$ cat src/rtl/ir_dim_pkg.sv
// Purpose: constants and types for the infrared dimming and power controller
// Assumes: 250 MHz system clock, pulse-distance frames with 8-bit data codes
// Notes: timing figures are kept in microseconds, the stop delay in seconds, and converted to cycles here
package ir_dim_pkg;
  localparam int unsigned CLK_MHZ = 250;
  // Leader: 9000 us mark, 4500 us space (data) or 2250 us space (repeat)
  localparam int unsigned LEAD_MARK_MIN_US = 8000;
  localparam int unsigned LEAD_SPACE_DATA_MIN_US = 3500;
  localparam int unsigned LEAD_SPACE_REP_MIN_US = 1800;
  localparam int unsigned LEAD_SPACE_REP_MAX_US = 2800;
  localparam int unsigned BIT_ONE_MIN_US = 1800;
  localparam int unsigned BIT_MAX_US = 2800;
  localparam int unsigned BIT_MIN_US = 900;
  localparam int unsigned IDLE_US = 20000;
  localparam int unsigned WAKE_US = 100000;
  localparam int unsigned STOP_S = 10;
  localparam int unsigned LEAD_MARK_MIN_CYC = LEAD_MARK_MIN_US * CLK_MHZ;
  localparam int unsigned LEAD_DATA_MIN_CYC = LEAD_SPACE_DATA_MIN_US * CLK_MHZ;
  localparam int unsigned LEAD_REP_MIN_CYC = LEAD_SPACE_REP_MIN_US * CLK_MHZ;
  localparam int unsigned LEAD_REP_MAX_CYC = LEAD_SPACE_REP_MAX_US * CLK_MHZ;
  localparam int unsigned BIT_ONE_MIN_CYC = BIT_ONE_MIN_US * CLK_MHZ;
  localparam int unsigned BIT_MAX_CYC = BIT_MAX_US * CLK_MHZ;
  localparam int unsigned BIT_MIN_CYC = BIT_MIN_US * CLK_MHZ;
  localparam int unsigned IDLE_CYC = IDLE_US * CLK_MHZ;
  localparam int unsigned WAKE_CYC = WAKE_US * CLK_MHZ;
  localparam longint unsigned STOP_CYC = longint'(STOP_S) * 64'd250000000;
  localparam int unsigned FRAME_BITS = 32;
  localparam logic [15:0] CUSTOMER_CODE = 16'h1234;
  localparam logic [7:0] CMD_MAX = 8'h00;
  localparam logic [7:0] CMD_MID = 8'h01;
  localparam logic [7:0] CMD_OFF = 8'h02;
  localparam logic [7:0] CMD_UP = 8'h03;
  localparam logic [7:0] CMD_DOWN = 8'h04;
  localparam logic [7:0] LEVEL_MAX = 8'hFF;
  localparam logic [7:0] LEVEL_MID = 8'h80;
  localparam logic [7:0] LEVEL_MIN = 8'h00;
  localparam logic [7:0] LEVEL_STEP = 8'h10;
  localparam logic [7:0] CMD_RESET = 8'h02;

  typedef struct packed {
    logic [7:0] red;
    logic [7:0] green;
    logic [7:0] blue;
  } led_target_t;

  typedef enum logic [1:0] {
    PWR_NORMAL = 2'b00,
    PWR_HALT = 2'b01,
    PWR_STOP = 2'b10
  } pwr_state_t;
endpackage : ir_dim_pkg

$ cat src/rtl/ir_receive_driver.sv
// Purpose: recover data and repeat frames from the infrared input
// Assumes: ir_n already synchronised, low means carrier present
// Notes: leader timing on one counter, bit length capture on another
`timescale 1ns/1ps
module ir_receive_driver
  import ir_dim_pkg::*;
#(
  // Divides every frame timing; 1 keeps real time, larger values shorten frames
  parameter int unsigned TIME_DIV = 1
) (
  // Clock and reset
  input wire logic sys_clk,
  input wire logic rst,
  // Synchronised receive level, low is carrier
  input wire logic ir_n,
  // Frame events
  output logic data_frame_event,
  output logic repeat_frame_event,
  output logic [7:0] data_code,
  output logic line_active
);
  typedef enum logic [2:0] {
    RX_IDLE = 3'b000,
    RX_LEAD_MARK = 3'b001,
    RX_LEAD_SPACE = 3'b010,
    RX_BIT_MARK = 3'b011,
    RX_BIT_SPACE = 3'b100
  } rx_state_t;

  localparam int unsigned T_LEAD_MARK = LEAD_MARK_MIN_CYC / TIME_DIV;
  localparam int unsigned T_LEAD_DATA = LEAD_DATA_MIN_CYC / TIME_DIV;
  localparam int unsigned T_REP_MIN = LEAD_REP_MIN_CYC / TIME_DIV;
  localparam int unsigned T_REP_MAX = LEAD_REP_MAX_CYC / TIME_DIV;
  localparam int unsigned T_BIT_ONE = BIT_ONE_MIN_CYC / TIME_DIV;
  localparam int unsigned T_BIT_MAX = BIT_MAX_CYC / TIME_DIV;
  localparam int unsigned T_BIT_MIN = BIT_MIN_CYC / TIME_DIV;
  localparam int unsigned T_IDLE = IDLE_CYC / TIME_DIV;

  rx_state_t state;
  rx_state_t next_state;
  logic [23:0] leader_interval_timer;
  logic [23:0] bit_capture_timer;
  logic [31:0] shift;
  logic [5:0] nbits;
  logic ir_prev;
  logic [23:0] idle_cnt;

  wire carrier = ~ir_n;
  wire fall = ir_prev & ~ir_n;
  wire rise = ~ir_prev & ir_n;
  wire lead_ok = leader_interval_timer >= 24'(T_LEAD_MARK);
  wire space_data = leader_interval_timer >= 24'(T_LEAD_DATA);
  wire space_rep = leader_interval_timer >= 24'(T_REP_MIN)
    && leader_interval_timer <= 24'(T_REP_MAX);
  wire bit_valid = bit_capture_timer >= 24'(T_BIT_MIN)
    && bit_capture_timer <= 24'(T_BIT_MAX);
  wire bit_one = bit_capture_timer >= 24'(T_BIT_ONE);
  wire [31:0] full_word = {bit_one, shift[31:1]};
  // Frame sent LSB first: customer low, customer high, data, inverted data
  wire frame_ok = full_word[15:0] == CUSTOMER_CODE
    && full_word[23:16] == ~full_word[31:24];
  wire timeout = bit_capture_timer == 24'(T_BIT_MAX + 1);

  always_comb begin
    next_state = state;
    unique case (state)
      RX_IDLE: if (fall) next_state = RX_LEAD_MARK;
      RX_LEAD_MARK: if (rise) next_state = lead_ok ? RX_LEAD_SPACE : RX_IDLE;
      RX_LEAD_SPACE: begin
        if (fall && space_rep) next_state = RX_IDLE;
        else if (fall && space_data) next_state = RX_BIT_MARK;
        else if (fall) next_state = RX_IDLE;
      end
      RX_BIT_MARK: begin
        if (rise) next_state = RX_BIT_SPACE;
        else if (timeout) next_state = RX_IDLE;
      end
      RX_BIT_SPACE: begin
        if (fall && !bit_valid) next_state = RX_IDLE;
        else if (fall && nbits == 6'(FRAME_BITS - 1)) next_state = RX_IDLE;
        else if (fall) next_state = RX_BIT_MARK;
        else if (timeout) next_state = RX_IDLE;
      end
      default: next_state = RX_IDLE;
    endcase
  end

  always_ff @(posedge sys_clk) begin
    if (rst) begin
      state <= RX_IDLE;
      ir_prev <= 1'b1;
      leader_interval_timer <= '0;
      bit_capture_timer <= '0;
      shift <= '0;
      nbits <= '0;
      data_frame_event <= 1'b0;
      repeat_frame_event <= 1'b0;
      data_code <= CMD_RESET;
      idle_cnt <= '0;
      line_active <= 1'b0;
    end else begin
      state <= next_state;
      ir_prev <= ir_n;
      data_frame_event <= 1'b0;
      repeat_frame_event <= 1'b0;
      leader_interval_timer <= (fall || rise) ? '0 : leader_interval_timer + 24'd1;
      // Bit length runs falling edge to falling edge
      if (fall || state == RX_IDLE) bit_capture_timer <= '0;
      else if (!timeout) bit_capture_timer <= bit_capture_timer + 24'd1;
      if (state == RX_LEAD_SPACE && fall) nbits <= '0;
      if (state == RX_LEAD_SPACE && fall && space_rep) repeat_frame_event <= 1'b1;
      if (state == RX_BIT_SPACE && fall && bit_valid) begin
        shift <= full_word;
        nbits <= nbits + 6'd1;
        if (nbits == 6'(FRAME_BITS - 1) && frame_ok) begin
          data_frame_event <= 1'b1;
          data_code <= full_word[23:16];
        end
      end
      // Line counts as active until a quiet gap passes
      if (carrier) idle_cnt <= '0;
      else if (idle_cnt != 24'(T_IDLE)) idle_cnt <= idle_cnt + 24'd1;
      line_active <= carrier || state != RX_IDLE || idle_cnt != 24'(T_IDLE);
    end
  end
endmodule : ir_receive_driver

$ cat src/rtl/ir_dimming_power_controller.sv
// Purpose: command task, LED targets and low-power sequencing
// Assumes: ir_rx_n and stop_wake_interrupt are asynchronous pins
// Notes: halt and stop are reported as levels for the power manager
`timescale 1ns/1ps
module ir_dimming_power_controller
  import ir_dim_pkg::*;
#(
  parameter bit STOP_ENABLE = 1'b0,
  // Frame timing divider, only for short simulation runs
  parameter int unsigned TIME_DIV = 1,
  parameter int unsigned WAKE_CYCLES = WAKE_CYC,
  parameter longint unsigned STOP_CYCLES = STOP_CYC
) (
  // Clock and reset
  input wire logic sys_clk,
  input wire logic rst,
  // Infrared pins
  input wire logic ir_rx_n,
  input wire logic stop_wake_interrupt,
  // Dimming targets
  output led_target_t led_target,
  // Power state
  output logic halt_mode,
  output logic stop_mode
);
  logic [1:0] ir_sync;
  logic [1:0] wake_sync;
  logic data_frame_event;
  logic repeat_frame_event;
  logic [7:0] data_code;
  logic line_active;
  logic [7:0] command;
  logic cmd_pending;
  logic cmd_is_repeat;
  logic [7:0] level;
  logic [7:0] next_level;
  pwr_state_t pwr;
  pwr_state_t next_pwr;
  logic [31:0] wake_cnt;
  logic [31:0] quiet_cnt;

  always_ff @(posedge sys_clk) begin
    if (rst) begin
      ir_sync <= 2'b11;
      wake_sync <= 2'b11;
    end else begin
      ir_sync <= {ir_sync[0], ir_rx_n};
      wake_sync <= {wake_sync[0], stop_wake_interrupt};
    end
  end

  ir_receive_driver #(
    .TIME_DIV(TIME_DIV)
  ) u_rx (
    .sys_clk(sys_clk),
    .rst(rst),
    .ir_n(ir_sync[1]),
    .data_frame_event(data_frame_event),
    .repeat_frame_event(repeat_frame_event),
    .data_code(data_code),
    .line_active(line_active)
  );

  function automatic logic [7:0] step_up(input logic [7:0] v);
    step_up = (v > LEVEL_MAX - LEVEL_STEP) ? LEVEL_MAX : v + LEVEL_STEP;
  endfunction : step_up

  function automatic logic [7:0] step_down(input logic [7:0] v);
    step_down = (v < LEVEL_MIN + LEVEL_STEP) ? LEVEL_MIN : v - LEVEL_STEP;
  endfunction : step_down

  wire rx_event = data_frame_event | repeat_frame_event;
  wire stepping = command == CMD_UP || command == CMD_DOWN;
  wire leds_off = level == LEVEL_MIN;
  wire stop_wake = ~wake_sync[1] | ~ir_sync[1];
  wire wake_tick = wake_cnt == WAKE_CYCLES - 1;
  wire quiet_done = 64'(quiet_cnt) >= STOP_CYCLES;

  // Command task: absolute codes act once, step codes also act on repeats
  always_comb begin
    next_level = level;
    if (cmd_pending) begin
      unique case (command)
        CMD_MAX: if (!cmd_is_repeat) next_level = LEVEL_MAX;
        CMD_MID: if (!cmd_is_repeat) next_level = LEVEL_MID;
        CMD_OFF: if (!cmd_is_repeat) next_level = LEVEL_MIN;
        CMD_UP: next_level = step_up(level);
        CMD_DOWN: next_level = step_down(level);
        default: next_level = level;
      endcase
    end
  end

  always_ff @(posedge sys_clk) begin
    if (rst) begin
      command <= CMD_RESET;
      cmd_pending <= 1'b0;
      cmd_is_repeat <= 1'b0;
      level <= LEVEL_MIN;
    end else begin
      cmd_pending <= rx_event;
      cmd_is_repeat <= repeat_frame_event;
      if (data_frame_event) command <= data_code;
      else if (repeat_frame_event) command <= data_code;
      level <= next_level;
    end
  end

  // All three channels follow the one level
  assign led_target = '{red: level, green: level, blue: level};

  always_comb begin
    next_pwr = pwr;
    unique case (pwr)
      PWR_NORMAL: begin
        if (STOP_ENABLE && quiet_done && leds_off) next_pwr = PWR_STOP;
        else if (!line_active && !cmd_pending) next_pwr = PWR_HALT;
      end
      PWR_HALT: begin
        if (STOP_ENABLE && quiet_done && leds_off) next_pwr = PWR_STOP;
        else if (line_active || wake_tick) next_pwr = PWR_NORMAL;
      end
      PWR_STOP: if (stop_wake) next_pwr = PWR_NORMAL;
      default: next_pwr = PWR_NORMAL;
    endcase
  end

  always_ff @(posedge sys_clk) begin
    if (rst) begin
      pwr <= PWR_NORMAL;
      wake_cnt <= '0;
      quiet_cnt <= '0;
    end else begin
      pwr <= next_pwr;
      wake_cnt <= (pwr != PWR_HALT || wake_tick) ? '0 : wake_cnt + 32'd1;
      if (rx_event || pwr == PWR_STOP) quiet_cnt <= '0;
      else if (!quiet_done) quiet_cnt <= quiet_cnt + 32'd1;
    end
  end

  assign halt_mode = pwr == PWR_HALT;
  assign stop_mode = pwr == PWR_STOP;

  AST_DATA_LATCH: assert property (@(posedge sys_clk) disable iff (rst)
    data_frame_event |=> command == $past(data_code))
    else $error("command not latched from data frame");
  AST_REPEAT_RELOAD: assert property (@(posedge sys_clk) disable iff (rst)
    repeat_frame_event |=> command == $past(command))
    else $error("repeat changed command code");
  AST_MAX: assert property (@(posedge sys_clk) disable iff (rst)
    cmd_pending && !cmd_is_repeat && command == CMD_MAX |=> level == LEVEL_MAX)
    else $error("max code did not light fully");
  AST_OFF: assert property (@(posedge sys_clk) disable iff (rst)
    cmd_pending && !cmd_is_repeat && command == CMD_OFF |=> level == LEVEL_MIN)
    else $error("off code did not turn off");
  AST_UP_REPEAT: assert property (@(posedge sys_clk) disable iff (rst)
    cmd_pending && command == CMD_UP && level < LEVEL_MAX |=> level > $past(level))
    else $error("up step missing");
  AST_SAT: assert property (@(posedge sys_clk) disable iff (rst)
    cmd_pending && command == CMD_DOWN && level == LEVEL_MIN |=> level == LEVEL_MIN)
    else $error("down step wrapped");
  AST_RGB: assert property (@(posedge sys_clk) disable iff (rst)
    led_target.red == led_target.green && led_target.green == led_target.blue)
    else $error("channels disagree");
  AST_HALT_EXIT: assert property (@(posedge sys_clk) disable iff (rst)
    halt_mode && line_active && !(STOP_ENABLE && quiet_done && leds_off) |=> !halt_mode)
    else $error("halt not left on reception");
  AST_NO_STOP: assert property (@(posedge sys_clk) disable iff (rst)
    !STOP_ENABLE |-> !stop_mode)
    else $error("stop entered while disabled");
  AST_STOP_WAKE: assert property (@(posedge sys_clk) disable iff (rst)
    stop_mode && stop_wake |=> pwr == PWR_NORMAL)
    else $error("stop not woken");
  AST_STOP_ONLY_OFF: assert property (@(posedge sys_clk) disable iff (rst)
    $rose(stop_mode) |-> $past(leds_off) && $past(quiet_done))
    else $error("stop entered too early");
endmodule : ir_dimming_power_controller

$ cat config.mk
export PLATFORM = sky130hd
export DESIGN_NAME = ir_dimming_power_controller
export DESIGN_NICKNAME = d
export VERILOG_FILES = /design/src/rtl/ir_dim_pkg.sv /design/src/rtl/ir_receive_driver.sv /design/src/rtl/ir_dimming_power_controller.sv
export SDC_FILE = /design/constraint.sdc
export NUM_CORES = 1
export LEC_CHECK = 0
export CAP_MARGIN = 20
export CORE_ASPECT_RATIO = 0.5
export CORE_MARGIN = 2
export CORE_UTILIZATION = 35
export DETAILED_ROUTE_END_ITERATION = 12
export DONT_BUFFER_PORTS = 1
export GPL_TIMING_DRIVEN = 0
export RECOVER_POWER = 100
export SLEW_MARGIN = 40
export SYNTH_ARGS = -nofsm -noshare
export SYNTH_HDL_FRONTEND = slang
export SYNTH_SLANG_ARGS = --single-unit
$ cat constraint.sdc
create_clock -name sys_clk -period 2.6 [get_ports sys_clk]
set_clock_uncertainty 0.05 [all_clocks]
set_input_delay 0.13 -clock sys_clk [delete_from_list [all_inputs] [get_ports sys_clk]]
set_output_delay 0.13 -clock sys_clk [all_outputs]
set_load 0.03 [all_outputs]
==> run summary <==
Setup repair after global routing left no endpoint under its margin. The yosys synthesis warning count is 0. The final-report hold violation count came out at 0. The count of max-cap constraint violations came out at 0. Counting flops and latches in the post-synthesis netlist gives 174. The total half-perimeter wirelength after legalization and detailed placement is 11.93 mm.

The library cells used most frequently in the layout, excluding fill and tap cells, are dfxtp_1 (174), nor2_1 (161), nand2_1 (69). The fraction of the yosys area taken by sequential cells came out at 41.56%. The post-CTS repair timing setup buffer count came out at 0. The leading area contributor after synthesis is dfxtp_1. Using the TritonRoute via totals, the vias-per-cell ratio works out to 5.006. The wire length of the first global-routing pass is 28.95 mm. The total DRC errors in the routed layout is 0.

The floorplan die width came out at 222.8 um. After layout, the worst path uses 94.17% of the clock period. The total clock sinks is 174.

In this design, the critical path's most frequently occurring cell is nand3_1. The routability congestion estimate from global placement is 0.8324. After layout, the design draws a total of 0.005159 W. The share of flip-flops with an asynchronous set or reset came out at 0%. The worst max-slew margin expressed relative to the limit is 36.81%. The number of global-route vias before repair is 6168. The global routing usage summed across all routing layers came out at 13.87%.

The register area came out at 0.003483 mm^2. Counting the fill cells in the layout gives 2344. The standard cell core area came out at 0.02318 mm^2. At the placement stage, the worst setup path has a slack of 0.08189 ns. With fillers left out, the area of the finished cells amounts to 0.009293 mm^2.

Traced cell by cell, the critical path runs through ha_1, nand3_1, or3b_1, nor4_2, nand3_1, buf_2, o21ai_0, a21oi_1. The initial utilization of the core area, before any placement, comes to 36.16%. At the later pin of the worst-skew pair, clock insertion delay measures 0.44 ns.

The class of the tightest hold or removal check is in2reg. The wire length after detailed routing came out at 16.90 mm. The floorplan step defined a die boundary enclosing 0.02527 mm^2. The dominant synthesized flop cell is dfxtp_1. The number of synthesized flops with an enable pin came out at 0. The H-tree was split into 4 levels. Leaving out fill and tap cells, the most frequent cell in the layout is dfxtp_1. The startpoint type of the worst setup path is a flop.

The worst endpoint data arrival time is 2.70 ns. The starting DRC count in detailed routing is 424. Among all stages on the critical path, the largest delay is contributed by or3b_1. The number of nets produced by synthesis is 1010. In this design, the stage delay of the slowest critical-path cell is 0.44 ns. Entering global routing, the biggest net connects 17 pins. Counting both buffers and inverters, the worst setup path holds a total of 1.

TritonCTS created 17 clock buffers. The number of I/O pins came out at 30. The leftover overflow at the end of global routing is 0. The total power per unit cell area came out at 555.1 mW/mm^2. Summed over all cells, the static leakage comes to 3.371 nW. The setup-violating endpoint count in the final report came out at 0. The peak ir drop on the vdd network came out at 480.6 uV.

The residual antenna-violating net count after detailed routing is 0. The number of placed instances, taps included, is 1299. The worst setup margin came out at 0.1517 ns. The total negative setup slack is 0 ns. The post-synthesis cell type count is 68.

The ratio of cells with drive above 1 in the final layout is 6.829%. Dividing the synthesized area by the synthesized cell count gives 8.448 um^2. Clock-pin slew was measured on the worst setup and hold paths at 0.07 ns. The clock period minus final worst setup slack is 2.448 ns.

In this run the clock root is driven by a clkbuf_16. The final max-slew violation count is 0. The run finished with clean final reports. The number of instances in the synthesized netlist is 992. The first-pass iteration count of the detailed router is 6.

The number of antenna violations at the first check in global routing is 0. By area the synthesized netlist is led by dfxtp_1 (42%), nor2_1 (7.2%), xor2_1 (6.6%), mux2i_1 (3.6%), xnor2_1 (3.3%). The maximum root-to-sink buffer count is 2.

The worst-margin pin slew is 0.9392 ns. The row count came out at 39. The cell family contributing the most delay on the critical path is simple AND/OR/NAND/NOR gates. The cell area after placement is 0.008791 mm^2.

The area of combinational cells with multiple inputs is 0.004432 mm^2. The number of nets at the end of the flow is 1030. The count of antenna diodes in the layout came out at 0. The fraction of post-synthesis cell area in the top cell type by area is 41.56%. The routed wirelength normalized by instance count is 12.69 um. The critical path endpoint category is a flop.

The maximum clock frequency came out at 408.4 MHz. Excluding fillers, the count of instances in the completed layout stands at 1332. The combined area of all synthesized cells is 0.008381 mm^2. The vertical die dimension came out at 113.4 um. The total via count after detailed routing is 6668. The count of buffers from port buffering is 0.

Of all nets on the critical path, the largest fanout is 10. Relative to the synthesized area, the layout overhead comes to 10.88%. The required time at the endpoint of the critical path came out at 2.85 ns.

The path type of the worst setup path is reg2reg. TritonCTS built the clock tree.
timing repair:
item	in CTS	in global routing
gates resized for setup	0	4
hold buffers	1	0
endpoints found under the setup margin	0	44
endpoints found under the hold margin	1	0
layer usage:
metal,global-route usage [%],vias to the layer above,wire length (um)
met5,0,-,0
met4,4.743,0,166
met3,3.400,12,502
met2,22.27,77,7506
met1,18.36,3155,8722
li1,-,3424,-
logic make-up after synthesis:
logic type / share of synthesized area, %
other: 0.04475
multiplexers: 3.583
buffers and inverters: 6.166
AO/OA/AOI/OAI: 9.331
flip-flops: 41.56
AND/OR/NAND/NOR: 27.29
XOR/XNOR: 9.928
adder cells (fa/ha/maj): 2.090
where the power goes:
| group | leakage (nW) | switching [W] | internal [W] |
|---|---|---|---|
| Sequential | 1.40 | 0.0000186 | 0.00268 |
| Clock | 0.250 | 0.00112 | 0.00123 |
| Combinational | 1.72 | 0.0000745 | 0.0000292 |
worst reg2reg max path, delay by kind of cell (launching register included):
kind	cells	cell delay, ns
adders and majority gates	1	0.20
AOI/OAI and AO/OA	2	0.26
buffers and inverters	1	0.26
and+or+nand+nor	4	1.18
DFF	1	0.37
stage by stage:
stage	hold WS [ns]	utilization, %
finish	0.05645	40.09
global route	0.06571	40.09
CTS	0.04353	40.29
detailed placement	0.1870	37.93
global placement	0.1867	37.81
floorplan	0.1838	-
registers in the layout, indices dropped and copies added, names as in the netlist:
name,count
u_rx.ir_prev,1
pwr,1
cmd_is_repeat,1
u_rx.data_frame_event,1
wake_cnt,32
u_rx.shift,31
ir_sync,2
u_rx.bit_capture_timer,24
level,5
u_rx.repeat_frame_event,1
cmd_pending,1
command,8
u_rx.state,3
u_rx.data_code,8
u_rx.leader_interval_timer,24
u_rx.nbits,6
u_rx.line_active,1
u_rx.idle_cnt,24
final timing paths:
kind | end | from | slack (ns) | cells after the start
setup / recovery | u_rx.data_code[4] | u_rx.nbits[0] | 0.15 | 8
hold / removal | wake_cnt[2] | rst | 0.06 | 3
setup reg to reg | u_rx.data_code[4] | u_rx.nbits[0] | 0.15 | 8
hold reg to reg | pwr[0] | u_rx.line_active | 0.34 | 1
synth_stat cells (3+ instances only):
cell / n
xor2_1: 63
nor2_1: 161
nor3_1: 19
inv_1: 34
nor3b_1: 4
nor2b_1: 5
a21o_1: 7
buf_6: 3
or4_1: 3
ha_1: 14
and2_1: 7
or2_2: 7
nand3b_1: 3
nor4b_1: 5
buf_4: 20
a211oi_1: 5
o21ai_1: 3
nand4_1: 30
or3_1: 20
clkbuf_1: 35
and3_1: 22
xnor2_1: 32
nand2b_1: 10
nand2_1: 69
o21ai_0: 25
o31ai_1: 4
nor4_1: 10
buf_2: 8
a31oi_1: 4
mux2i_1: 30
a21oi_1: 48
and4_1: 6
nand4b_1: 4
nand3_1: 53
dfxtp_1: 174
cell type report:
class	count	area share, %
multi-input combinational	715	47.69
sequential	174	37.48
clock buffer	18	4.618
tap	307	4.134
buffer	69	3.420
inverter	34	1.373
clock inverter	14	1.171
timing repair buffer	1	0.1077
Note: power is estimated with default switching activity, not from simulation.
